--- src/pkg/ccr_pkg.sv ---
// package for the charger control register bank
// assumes an axi4-lite master with 32-bit data and a 20 MHz clock
package ccr_pkg;
  // ----------------------------------------------------------------
  // register map (printed offsets are indices, byte address = 4*index)
  // ----------------------------------------------------------------
  localparam logic [7:0] IDX_PRECHG_DONE = 8'h1e;
  localparam logic [7:0] IDX_CHG_TIMER   = 8'h1f;
  localparam logic [7:0] IDX_WEAK_CELL   = 8'h20;
  localparam logic [7:0] IDX_INPUT_LIMIT = 8'h21;
  localparam logic [7:0] IDX_PROTECT     = 8'h30;
  localparam logic [7:0] IDX_CHG_STATUS  = 8'h31;
  localparam int         ADDR_W          = 10;

  // ----------------------------------------------------------------
  // reset values and writable-bit masks
  // ----------------------------------------------------------------
  localparam logic [7:0] RST_PRECHG_DONE = 8'h00;
  localparam logic [7:0] RST_CHG_TIMER   = 8'h00;
  localparam logic [7:0] RST_WEAK_CELL   = 8'h00;
  localparam logic [7:0] RST_INPUT_LIMIT = 8'h00;
  localparam logic [7:0] MSK_PRECHG_DONE = 8'h7f;
  localparam logic [7:0] MSK_CHG_TIMER   = 8'h7f;
  localparam logic [7:0] MSK_WEAK_CELL   = 8'h04;
  localparam logic [7:0] MSK_INPUT_LIMIT = 8'hdf;

  // ----------------------------------------------------------------
  // field positions
  // ----------------------------------------------------------------
  localparam int BIT_AUTO_RESTART = 6;
  localparam int BIT_WEAK_EN      = 2;
  localparam int BIT_OVERRIDE     = 7;
  localparam int BIT_SUSP_MASK    = 6;
  localparam int LSB_MAINT_TMR    = 4;
  localparam int LSB_WEAK_STATE   = 5;

  // ----------------------------------------------------------------
  // timing: one minute at 20 MHz, maintain timer codes in minutes
  // ----------------------------------------------------------------
  localparam longint CLK_HZ        = 20000000;
  localparam longint MINUTE_CYCLES = CLK_HZ * 60;
  localparam logic [7:0] MT_MIN_00 = 8'h00;
  localparam logic [7:0] MT_MIN_01 = 8'h0f;
  localparam logic [7:0] MT_MIN_10 = 8'h1e;
  localparam logic [7:0] MT_MIN_11 = 8'h3c;
  localparam logic [4:0] LIMIT_RSVD = 5'h1e;

  typedef enum logic [1:0] {CHG_IDLE, CHG_MAINTAIN, CHG_DONE} ccr_chg_t;
  typedef logic [1:0] ccr_resp_t;
  localparam ccr_resp_t RESP_OKAY   = 2'h0;
  localparam ccr_resp_t RESP_SLVERR = 2'h2;
endpackage

--- src/logic/ccr_min_timer.sv ---
// minute-based down counter for the maintain-charge period
// assumes a single clock; minute length is a parameter so benches can shorten it
module ccr_min_timer import ccr_pkg::*; #(
  parameter longint MINUTE = MINUTE_CYCLES
) (
  input  wire logic       clk,      // system clock
  input  wire logic       rstSync_n,// synchronised reset, active low
  input  wire logic       start,    // load the minute count
  input  wire logic [7:0] minutes,  // period in minutes
  output logic            expired   // pulse when period ends
);
  logic [31:0] tickCnt_r, tickCnt_nxt;
  logic [7:0]  minCnt_r, minCnt_nxt;
  logic        run_r, run_nxt, exp_nxt;

  // next state: count clock ticks into minutes, then minutes down
  always_comb begin
    tickCnt_nxt = tickCnt_r;
    minCnt_nxt  = minCnt_r;
    run_nxt     = run_r;
    exp_nxt     = 1'b0;
    if (start) begin
      tickCnt_nxt = 32'(MINUTE - 1);
      minCnt_nxt  = minutes;
      run_nxt     = (minutes != 8'h00);
      exp_nxt     = (minutes == 8'h00); // zero minutes ends at once
    end else if (run_r) begin
      if (tickCnt_r != 32'h0) begin
        tickCnt_nxt = tickCnt_r - 32'h1;
      end else if (minCnt_r == 8'h01) begin
        run_nxt = 1'b0;
        exp_nxt = 1'b1;
      end else begin
        minCnt_nxt  = minCnt_r - 8'h01;
        tickCnt_nxt = 32'(MINUTE - 1);
      end
    end
  end

  // register stage
  always_ff @(posedge clk or negedge rstSync_n) begin
    if (!rstSync_n) begin
      tickCnt_r <= 32'h0;
      minCnt_r  <= 8'h00;
      run_r     <= 1'b0;
      expired   <= 1'b0;
    end else begin
      tickCnt_r <= tickCnt_nxt;
      minCnt_r  <= minCnt_nxt;
      run_r     <= run_nxt;
      expired   <= exp_nxt;
    end
  end
endmodule // ccr_min_timer

--- src/logic/ccr_charger_regs.sv ---
// charger control register bank behind an axi4-lite slave
// assumes the analogue charger supplies cell and detector levels synchronous to clk
// What this block does
// config registers ignore writes while the write-protect flag reads one
// auto-restart bit chooses staying done or restarting below recharge threshold
// maintain timer code maps to 0, 15, 30 or 60 minutes
// override bit selects forced five-bit input limit; codes 11110, 11111 reserved
// suspend mask bit set makes the suspend pin be ignored
// auto-stop control gates the move from maintain charge to done
// weak-cell state is read-only; its enable obeys write protection
module ccr_charger_regs import ccr_pkg::*; #(
  parameter longint MINUTE = MINUTE_CYCLES
) (
  input  wire logic        clk,             // 20 MHz clock
  input  wire logic        rst_n,           // async reset, active low
  input  wire logic [9:0]  s_axi_awaddr,    // write address
  input  wire logic        s_axi_awvalid,   // write address valid
  output logic             s_axi_awready,   // write address ready
  input  wire logic [31:0] s_axi_wdata,     // write data
  input  wire logic [3:0]  s_axi_wstrb,     // byte strobes
  input  wire logic        s_axi_wvalid,    // write data valid
  output logic             s_axi_wready,    // write data ready
  output logic [1:0]       s_axi_bresp,     // write response
  output logic             s_axi_bvalid,    // write response valid
  input  wire logic        s_axi_bready,    // write response ready
  input  wire logic [9:0]  s_axi_araddr,    // read address
  input  wire logic        s_axi_arvalid,   // read address valid
  output logic             s_axi_arready,   // read address ready
  output logic [31:0]      s_axi_rdata,     // read data
  output logic [1:0]       s_axi_rresp,     // read response
  output logic             s_axi_rvalid,    // read data valid
  input  wire logic        s_axi_rready,    // read data ready
  input  wire logic        write_protect_flag, // 1 = protected
  input  wire logic        auto_stop_ctl,   // auto-stop enable
  input  wire logic        charge_enter,    // pulse: enter maintain charge
  input  wire logic        belowRecharge,   // cell under recharge threshold
  input  wire logic [2:0]  weak_cell_state, // weak-cell detector result
  input  wire logic        suspend_pin,     // external suspend pin level
  input  wire logic [4:0]  autoLimit,       // automatic input limit
  output logic [2:0]       precharge_voltage_sel, // pre-charge voltage
  output logic [1:0]       precharge_current_sel, // pre-charge current
  output logic [1:0]       done_current_sel, // done current
  output logic [1:0]       fast_timer_sel,  // fast-charge timer code
  output logic [1:0]       pre_timer_sel,   // pre-charge timer code
  output logic             weak_cell_check_en, // weak-cell check enable
  output logic [4:0]       inputLimit,      // applied input limit code
  output logic             suspendActive,   // effective suspend request
  output logic             restartCharge,   // pulse: restart from done
  output logic [1:0]       chargeState      // maintain-phase state
);
  // ----------------------------------------------------------------
  // reset synchroniser
  // ----------------------------------------------------------------
  logic rstMeta_r, rstSync_n;
  always_ff @(posedge clk or negedge rst_n) begin
    if (!rst_n) begin
      rstMeta_r <= 1'b0;
      rstSync_n <= 1'b0;
    end else begin
      rstMeta_r <= 1'b1;
      rstSync_n <= rstMeta_r;
    end
  end

  // ----------------------------------------------------------------
  // register storage and bus slave
  // ----------------------------------------------------------------
  logic [7:0]  prechgDone_r, prechgDone_nxt, chgTimer_r, chgTimer_nxt;
  logic [7:0]  weakCtl_r, weakCtl_nxt, inLimit_r, inLimit_nxt;
  logic        bValid_r, bValid_nxt, rValid_r, rValid_nxt;
  logic [1:0]  bResp_r, bResp_nxt, rResp_r, rResp_nxt;
  logic [31:0] rData_r, rData_nxt;
  logic        wrFire, rdFire;
  logic [7:0]  wIdx, rIdx, wByte;
  ccr_chg_t    state_r, state_nxt;

  // merges one byte through a writable mask; the caller checks the lane-0 strobe
  function automatic logic [7:0] merge(input logic [7:0] old, input logic [7:0] val,
                                       input logic [7:0] msk);
    merge = (old & ~msk) | (val & msk);
  endfunction

  // address and data are taken together; no buffering, one write at a time
  assign s_axi_awready = s_axi_awvalid && s_axi_wvalid && !bValid_r;
  assign s_axi_wready  = s_axi_awready;
  assign s_axi_arready = s_axi_arvalid && !rValid_r;
  assign wrFire = s_axi_awready;
  assign rdFire = s_axi_arready;
  assign wIdx   = s_axi_awaddr[9:2];
  assign rIdx   = s_axi_araddr[9:2];
  assign wByte  = s_axi_wdata[7:0];

  // write path: protected writes answer okay but store nothing
  always_comb begin
    prechgDone_nxt = prechgDone_r;
    chgTimer_nxt   = chgTimer_r;
    weakCtl_nxt    = weakCtl_r;
    inLimit_nxt    = inLimit_r;
    bValid_nxt     = bValid_r && !s_axi_bready;
    bResp_nxt      = bResp_r;
    if (wrFire) begin
      bValid_nxt = 1'b1;
      bResp_nxt  = RESP_OKAY;
      unique case (wIdx)
        IDX_PRECHG_DONE: if (!write_protect_flag && s_axi_wstrb[0]) begin
          prechgDone_nxt = merge(prechgDone_r, wByte, MSK_PRECHG_DONE);
        end
        IDX_CHG_TIMER: if (!write_protect_flag && s_axi_wstrb[0]) begin
          chgTimer_nxt = merge(chgTimer_r, wByte, MSK_CHG_TIMER);
        end
        IDX_WEAK_CELL: if (!write_protect_flag && s_axi_wstrb[0]) begin
          weakCtl_nxt = merge(weakCtl_r, wByte, MSK_WEAK_CELL);
        end
        IDX_INPUT_LIMIT: if (!write_protect_flag && s_axi_wstrb[0]) begin
          inLimit_nxt = merge(inLimit_r, wByte, MSK_INPUT_LIMIT);
        end
        IDX_PROTECT, IDX_CHG_STATUS: ;
        default: bResp_nxt = RESP_SLVERR;
      endcase
    end
  end

  // read path: weak-cell state is sampled live from the detector
  always_comb begin
    rValid_nxt = rValid_r && !s_axi_rready;
    rResp_nxt  = rResp_r;
    rData_nxt  = rData_r;
    if (rdFire) begin
      rValid_nxt = 1'b1;
      rResp_nxt  = RESP_OKAY;
      rData_nxt  = 32'h0;
      unique case (rIdx)
        IDX_PRECHG_DONE: rData_nxt[7:0] = prechgDone_r;
        IDX_CHG_TIMER:   rData_nxt[7:0] = chgTimer_r;
        IDX_WEAK_CELL:   rData_nxt[7:0] = {weak_cell_state, weakCtl_r[4:0]};
        IDX_INPUT_LIMIT: rData_nxt[7:0] = inLimit_r;
        IDX_PROTECT:     rData_nxt[0]   = write_protect_flag;
        IDX_CHG_STATUS:  rData_nxt[1:0] = state_r;
        default:         rResp_nxt      = RESP_SLVERR;
      endcase
    end
  end

  // register stage for the bank and bus answers
  always_ff @(posedge clk or negedge rstSync_n) begin
    if (!rstSync_n) begin
      prechgDone_r <= RST_PRECHG_DONE;
      chgTimer_r   <= RST_CHG_TIMER;
      weakCtl_r    <= RST_WEAK_CELL;
      inLimit_r    <= RST_INPUT_LIMIT;
      bValid_r     <= 1'b0;
      bResp_r      <= RESP_OKAY;
      rValid_r     <= 1'b0;
      rResp_r      <= RESP_OKAY;
      rData_r      <= 32'h0;
    end else begin
      prechgDone_r <= prechgDone_nxt;
      chgTimer_r   <= chgTimer_nxt;
      weakCtl_r    <= weakCtl_nxt;
      inLimit_r    <= inLimit_nxt;
      bValid_r     <= bValid_nxt;
      bResp_r      <= bResp_nxt;
      rValid_r     <= rValid_nxt;
      rResp_r      <= rResp_nxt;
      rData_r      <= rData_nxt;
    end
  end

  assign s_axi_bvalid = bValid_r;
  assign s_axi_bresp  = bResp_r;
  assign s_axi_rvalid = rValid_r;
  assign s_axi_rresp  = rResp_r;
  assign s_axi_rdata  = rData_r;

  // ----------------------------------------------------------------
  // field outputs to the analogue charger
  // ----------------------------------------------------------------
  assign precharge_voltage_sel = prechgDone_r[6:4];
  assign precharge_current_sel = prechgDone_r[3:2];
  assign done_current_sel      = prechgDone_r[1:0];
  assign fast_timer_sel        = chgTimer_r[3:2];
  assign pre_timer_sel         = chgTimer_r[1:0];
  assign weak_cell_check_en    = weakCtl_r[BIT_WEAK_EN];
  // forced limit wins when override set; reserved codes are passed unchanged
  assign inputLimit    = inLimit_r[BIT_OVERRIDE] ? inLimit_r[4:0] : autoLimit;
  assign suspendActive = suspend_pin && !inLimit_r[BIT_SUSP_MASK];

  // ----------------------------------------------------------------
  // maintain-charge sequencer
  // ----------------------------------------------------------------
  logic [7:0] maintMin;
  logic       timerStart, timerDone, restart_nxt, restart_r;

  always_comb begin
    unique case (chgTimer_r[LSB_MAINT_TMR +: 2])
      2'h0: maintMin = MT_MIN_00;
      2'h1: maintMin = MT_MIN_01;
      2'h2: maintMin = MT_MIN_10;
      2'h3: maintMin = MT_MIN_11;
    endcase
  end

  ccr_min_timer #(.MINUTE(MINUTE)) u_timer (
    .clk       (clk),
    .rstSync_n (rstSync_n),
    .start     (timerStart),
    .minutes   (maintMin),
    .expired   (timerDone)
  );

  // done is reached only with auto-stop; restart only when enabled
  always_comb begin
    state_nxt   = state_r;
    timerStart  = 1'b0;
    restart_nxt = 1'b0;
    unique case (state_r)
      CHG_IDLE: if (charge_enter) begin
        state_nxt  = CHG_MAINTAIN;
        timerStart = 1'b1;
      end
      CHG_MAINTAIN: if (timerDone && auto_stop_ctl) state_nxt = CHG_DONE;
      CHG_DONE: if (belowRecharge && chgTimer_r[BIT_AUTO_RESTART]) begin
        state_nxt   = CHG_IDLE;
        restart_nxt = 1'b1;
      end
      default: state_nxt = CHG_IDLE;
    endcase
  end

  always_ff @(posedge clk or negedge rstSync_n) begin
    if (!rstSync_n) begin
      state_r   <= CHG_IDLE;
      restart_r <= 1'b0;
    end else begin
      state_r   <= state_nxt;
      restart_r <= restart_nxt;
    end
  end

  assign restartCharge = restart_r;
  assign chargeState   = state_r;
endmodule // ccr_charger_regs

--- config.mk ---
export PLATFORM = sky130hd
export DESIGN_NAME = ccr_charger_regs
export DESIGN_NICKNAME = d
export VERILOG_FILES = /design/src/pkg/ccr_pkg.sv /design/src/logic/ccr_min_timer.sv /design/src/logic/ccr_charger_regs.sv
export SDC_FILE = /design/constraint.sdc
export NUM_CORES = 1
export LEC_CHECK = 0
export BUFFER_PORTS_ARGS = -buffer_cell sky130_fd_sc_hd__clkbuf_2
export CAP_MARGIN = 20
export CORE_ASPECT_RATIO = 1.4
export CORE_MARGIN = 2
export CORE_UTILIZATION = 45
export CTS_BUF_LIST = sky130_fd_sc_hd__clkbuf_4
export CTS_CLUSTER_SIZE = 8
export DETAILED_ROUTE_END_ITERATION = 12
export GPL_ROUTABILITY_DRIVEN = 0
export PLACE_DENSITY = 0.75
export SLEW_MARGIN = 20
export SYNTH_ARGS = -nofsm -noshare
export SYNTH_HDL_FRONTEND = slang
export SYNTH_SLANG_ARGS = --single-unit
--- constraint.sdc ---
create_clock -name clk -period 2.9 [get_ports clk]
set_input_delay 0.29 -clock clk [delete_from_list [all_inputs] [get_ports clk]]
set_output_delay 0.29 -clock clk [all_outputs]
set_load 0.01 [all_outputs]
==> results of run 1 <==
[sequential cells by signal, summed over array words and instances (netlist names), 2 cells and up]
register / flops
chgTimer_r: 7
inLimit_r: 7
u_timer.tickCnt_r: 32
s_axi_rdata: 8
chargeState: 2
u_timer.minCnt_r: 8
prechgDone_r: 7
[area by class of cell]
| cell class | count | area, µm² |
|---|---|---|
| Clock inverter | 6 | 83.83 |
| Tap cell | 135 | 168.9 |
| Timing Repair Buffer | 98 | 573.1 |
| Multi-Input combinational cell | 341 | 2260 |
| Inverter | 13 | 48.80 |
| Clock buffer | 10 | 75.07 |
| Fill cell | 922 | 4659 |
| Sequential cell | 81 | 2031 |
[metrics by stage]
step	std cells	setup WS [ns]	hold slack (ns)	utilization [%]	total power, mW
after CTS	682	0.3369	0.004959	52.55	2.623
after global routing	684	0.2649	0.008845	52.93	2.752
after detailed placement	665	0.3718	0.07845	50.85	1.875
after floorplan	485	0.4511	-0.005591	-	1.717
final	684	0.3493	0.01533	52.93	2.611
after global placement	665	0.4012	0.07671	50.85	1.853
[worst register-to-register path: stages (launching register included)]
cell and delay (ns):
dfrtp_1 0.43, or4_4 0.58, or4_4 0.54, nor4_4 0.32
buf_12 0.23, nor3_1 0.08, a211o_1 0.28
[layer usage]
layer	up-vias	part of all wire, %	wire length (µm)
met5	-	0	0
met3	22	6.3	653
met1	1898	39	4022
met2	130	53	5511
li1	1818	-	-
met4	0	2.1	216
[where the power goes]
part / internal (mW) / switching [mW] / leakage (nW)
clock: 0.357 / 0.392 / 0.0901
combinational: 0.212 / 0.298 / 1.20
sequential: 1.23 / 0.123 / 1.01
[cells by family after synthesis]
logic type	after synthesis
simple gates	176
xor+xnor	6
fa+ha+maj	9
flops	81
other cells	2
buf+inv	63
mux	32
compound gates	91
[synthesized netlist by cell type (all sizes together) (15+ instances only)]
library cell / n
dfrtp: 81
buf: 38
mux2: 29
o21ai: 28
nand2: 26
or3: 23
nand3: 22
or4: 22
a21oi: 21
nor2: 20
nor4: 15
[worst max path at each step]
stage,cells past startpoint,from,to
after global placement,6,u_timer.minCnt_r[4],u_timer.tickCnt_r[4]
final,6,u_timer.minCnt_r[4],u_timer.tickCnt_r[4]
after CTS,6,u_timer.minCnt_r[4],u_timer.tickCnt_r[4]
after detailed placement,6,u_timer.minCnt_r[4],u_timer.tickCnt_r[4]
after global routing,6,u_timer.minCnt_r[4],u_timer.tickCnt_r[4]
after floorplan,6,u_timer.minCnt_r[4],u_timer.tickCnt_r[4]
==> results.sh, run 1 <==
export IMPL_r2r_setup_slack_ns=0.35
export IMPL_hpwl_um=7699
export IMPL_cts_setup_buffers=0
export IMPL_final_cell_mix="80 x dfrtp_1, 80 x clkbuf_2, 29 x mux2_2"
export IMPL_n_antenna_cell=0
export IMPL_grt_busiest_layer="met2"
export IMPL_row_count=43
export IMPL_cts_resized=0
export IMPL_io_pins=138
export IMPL_wire_per_inst_um=15.21
export IMPL_async_reset_ff_share_pct=100.0
export IMPL_path_buf_inv=1
export IMPL_die_height_um=123.2
export IMPL_setup_tns_ns=0
export IMPL_path_clk_slew_ns=0.12
export IMPL_grt_start_max_net_pins=80
export IMPL_root_buffer="clkbuf_4"
export IMPL_design_area_um2=5240
export IMPL_cp_arrival_ns=2.88
export IMPL_hp_class="primary input to register"
export IMPL_critPathRequiredTime_ns=3.23
export IMPL_synth_top_family_by_area="simple AND/OR/NAND/NOR gates"
export IMPL_worstMarginPinSlew_ns=0.6706
export IMPL_vias=3868
export IMPL_use_met3_pct=5.207
export IMPL_hold_violations=0
export IMPL_grt_overflow_total=0
export IMPL_drc=0
export IMPL_synth_fa_ha_area_share_pct=2.465
export IMPL_period_minus_slack_ns=2.551
export IMPL_die_x_um=89.15
export IMPL_grt_usage_pct=20.04
export IMPL_synth_top_area_share_pct=44.37
export IMPL_cp_slowest_cell="or4_4"
export IMPL_cp_top_family="simple AND/OR/NAND/NOR gates"
export IMPL_syn_inst=460
export IMPL_final_nets=629
export IMPL_drv_cap=0
export IMPL_first_pass_iters=5
export IMPL_hold_depth=2
export IMPL_cts_inserted_buffers=9
export IMPL_synth_ff_type="dfrtp_1"
export IMPL_synth_avg_cell_area_um2=9.931
export IMPL_critPathCaptureType="register"
export IMPL_grt_pass1_wl_um=17300
export IMPL_wl_um=10400
export IMPL_viasPerCell=5.655
export IMPL_synth_largest_area_cell="dfrtp_1"
export IMPL_syn_area_um2=4568
export IMPL_drive_gt1_share_pct=28.96
export IMPL_synthMuxAreaShare_pct=7.806
export IMPL_tritoncts="done"
export IMPL_clock_latency_ns=0.44
export IMPL_grt_util_met2_pct=34.26
export IMPL_clock_sinks=81
export IMPL_yosysUniqueCellTypes=53
export IMPL_synthSimpleGateAreaFrac_pct=23.28
export IMPL_yosys_warnings=0
export IMPL_outcome="completed"
export IMPL_ys_seq_elements=81
export IMPL_use_met1_pct=23.42
export IMPL_max_freq_ghz=0.3920
export IMPL_startpoint_type="register"
export IMPL_setup_viol=0
export IMPL_holdPathEnd="s_axi_rvalid"
export IMPL_antenna_found_initial=0
export IMPL_powerDensity_nw_per_um2=498.2
export IMPL_synth_edf_count=0
export IMPL_postRouteAntennaNets=0
export IMPL_port_buffers=80
export IMPL_skew_ns=0.006175
export IMPL_fp_dieArea_um2=10980
export IMPL_critPathMaxStageDelay_ns=0.58
export IMPL_timing_final_crit_share_pct=87.96
export IMPL_grt_pass1_vias=3816
export IMPL_reg2reg_to="u_timer.tickCnt_r[4]"
export IMPL_area_growth_pct=14.71
export IMPL_synth_compound_area_share_pct=12.54
export IMPL_synth_area_leaders="dfrtp_1 44%, mux2_2 7.1%, buf_4 5.6%"
export IMPL_core_um2=9899
export IMPL_rsz0062_at_grt="no"
export IMPL_ctsLongestPathBuffers=2
export IMPL_synth_xor_area_share_pct=1.150
export IMPL_p_leak_nw=2.298
export IMPL_htree_levels=3
export IMPL_critPathMostFrequentCell="or4_4"
export IMPL_hp_start="s_axi_rready"
export IMPL_cp_max_fo=42
export IMPL_crit_type="register to register"
export IMPL_ctsHoldBuffers=1
export IMPL_cp_cell_sequence="or4_4 > or4_4 > nor4_4 > buf_12 > nor3_1 > a211o_1"
export IMPL_drv_slew=0
export IMPL_dpl_cell_area_um2=5034
export IMPL_reg2regPathDepth=6
export IMPL_drt_iter0_drc=133
export IMPL_ys_seq_area_share_pct=44.37
export IMPL_ir_drop_v=0.0002668
export IMPL_max_slew_margin_rel_pct=55.10
export IMPL_start_util_pct=46.15
export IMPL_reg2reg_from="u_timer.minCnt_r[4]"
Power figures use the tool's default switching activity.
==> inputs of run 2 (changes only) <==
- MAX_ROUTING_LAYER: default -> met4
- SETUP_SLACK_MARGIN: default -> 0.02
==> run 2 against run 1 <==
Final area is 0.14% lower. Setup slack worse by 0.0021 ns. Critical path depth stayed put. Clock power hardly changed. Cell count stayed put. First-iteration DRC count is 38% higher. Global-route usage is 0.59 points higher. Sequential share of layout area is 0.056 points higher. Sequential cell count stayed put. Non-clock buffer count stayed put. Via count is 0.21% higher. Die area stayed put.
==> results.sh, run 2 (synthesis results as in run 1) <==
export IMPL_r2r_setup_slack_ns=0.35
export IMPL_reg2regPathDepth=6
export IMPL_grt_overflow_total=0
export IMPL_hp_start="s_axi_rready"
export IMPL_critPathMostFrequentCell="or4_4"
export IMPL_final_nets=629
export IMPL_grt_pass1_wl_um=17330
export IMPL_die_x_um=89.15
export IMPL_hold_ws_ns=0.01526
export IMPL_clock_latency_ns=0.44
export IMPL_top_register="u_timer.tickCnt_r"
export IMPL_critPathRequiredTime_ns=3.23
export IMPL_largest_register_ffs=32
export IMPL_drv_cap=0
export IMPL_root_buffer="clkbuf_4"
export IMPL_timing_final_crit_share_pct=88.03
export IMPL_rsz0062_at_grt="no"
export IMPL_reg2reg_from="u_timer.minCnt_r[4]"
export IMPL_port_buffers=80
export IMPL_io_pins=138
export IMPL_grt_start_max_net_pins=80
export IMPL_cp_cell_sequence="or4_4 > or4_4 > nor4_4 > buf_12 > nor3_1 > a211o_1"
export IMPL_wire_per_inst_um=15.21
export IMPL_hold_violations=0
export IMPL_reg2reg_to="u_timer.tickCnt_r[4]"
export IMPL_wl_um=10400
export IMPL_drt_iter0_drc=184
export IMPL_p_leak_nw=2.295
export IMPL_max_slew_margin_rel_pct=54.92
export IMPL_clock_sinks=81
export IMPL_cts_inserted_buffers=9
export IMPL_die_height_um=123.2
export IMPL_holdPathEnd="s_axi_rvalid"
export IMPL_fp_dieArea_um2=10980
export IMPL_outcome="completed"
export IMPL_tritoncts="done"
export IMPL_cp_max_fo=42
export IMPL_row_count=43
export IMPL_hold_depth=2
export IMPL_grt_pass1_vias=3810
export IMPL_cp_slowest_cell="or4_4"
export IMPL_period_minus_slack_ns=2.553
export IMPL_grt_usage_pct=20.64
export IMPL_ctsLongestPathBuffers=2
export IMPL_max_freq_ghz=0.3917
export IMPL_drc=0
export IMPL_vias=3876
export IMPL_setup_tns_ns=0
export IMPL_ir_drop_v=0.0002670
export IMPL_critPathCaptureType="register"
export IMPL_antenna_found_initial=0
export IMPL_hpwl_um=7699
export IMPL_powerDensity_nw_per_um2=498.4
export IMPL_drive_gt1_share_pct=28.96
export IMPL_htree_levels=3
export IMPL_path_buf_inv=1
export IMPL_critPathMaxStageDelay_ns=0.58
export IMPL_postRouteAntennaNets=0
export IMPL_area_growth_pct=14.54
export IMPL_viasPerCell=5.667
export IMPL_worstMarginPinSlew_ns=0.6733
export IMPL_pre_cts_ws_ns=0.3718
export IMPL_cp_top_family="simple AND/OR/NAND/NOR gates"
export IMPL_cp_arrival_ns=2.88
export IMPL_path_clk_slew_ns=0.13
export IMPL_core_um2=9899
export IMPL_setup_ws_ns=0.3472
export IMPL_setup_viol=0
export IMPL_drv_slew=0
export IMPL_n_antenna_cell=0
export IMPL_first_pass_iters=5
export IMPL_hp_class="primary input to register"
export IMPL_skew_ns=0.01008
export IMPL_start_util_pct=46.15
export IMPL_startpoint_type="register"
export IMPL_crit_type="register to register"
export IMPL_final_cell_mix="80 x dfrtp_1, 80 x clkbuf_2, 29 x mux2_2"
==> run 2: cell types whose count changed in the layout (fill, tap and decap cells not counted) <==
cell    before  now
buf_16       1    0
buf_12       1    2
==> run 2: worst max-delay path by stage <==
stage	to	depth (start not counted)	startpoint
floorplan	u_timer.tickCnt_r[4]	6	u_timer.minCnt_r[4]
global placement	u_timer.tickCnt_r[4]	6	u_timer.minCnt_r[4]
detailed placement	u_timer.tickCnt_r[4]	6	u_timer.minCnt_r[4]
CTS	u_timer.tickCnt_r[4]	6	u_timer.minCnt_r[4]
global route	u_timer.tickCnt_r[4]	6	u_timer.minCnt_r[4]
finish	u_timer.tickCnt_r[4]	6	u_timer.minCnt_r[4]
==> run 2: metrics by stage <==
stage	utilization, %	power [mW]	instances	area [µm²]
2_1_floorplan	-	1.717	485	4662
3_3_place_gp	50.85	1.853	665	5034
3_5_place_dp	50.85	1.875	665	5034
4_1_cts	52.55	2.623	682	5202
5_1_grt	52.86	2.750	684	5233
6_report	52.86	2.608	684	5233
==> run 2: timing repair <==
item	in CTS	in global routing
setup endpoints to repair	0	0
resized for setup	0	0
buffers inserted	0	0
hold endpoints to repair	2	1
hold buffers	1	1
==> run 2: report_power, final <==
part / internal, mW / switching (mW) / total (mW)
Combinational: 0.211 / 0.294 / 0.504
Clock: 0.357 / 0.390 / 0.747
Sequential: 1.23 / 0.128 / 1.36
Total: 1.80 / 0.812 / 2.61
==> run 2: metal layers <==
| metal | GRT usage [%] | part of all wire [%] | wire [µm] | up-vias |
|---|---|---|---|---|
| met5 | - | 0 | 0 | - |
| met4 | 8.582 | 2.5 | 256 | 0 |
| met3 | 4.206 | 4.8 | 500 | 30 |
| li1 | - | - | - | 1826 |
| met1 | 24.03 | 40 | 4148 | 1899 |
| met2 | 34.40 | 53 | 5495 | 121 |
==> run 2: final cells by class <==
cell class | count | area [µm²]
clock buffer | 10 | 75.07
clock inverter | 6 | 83.83
fill | 919 | 4667
inverter | 13 | 48.80
multi-input combinational | 341 | 2260
sequential | 81 | 2031
tap | 135 | 168.9
timing repair buffer | 98 | 565.5
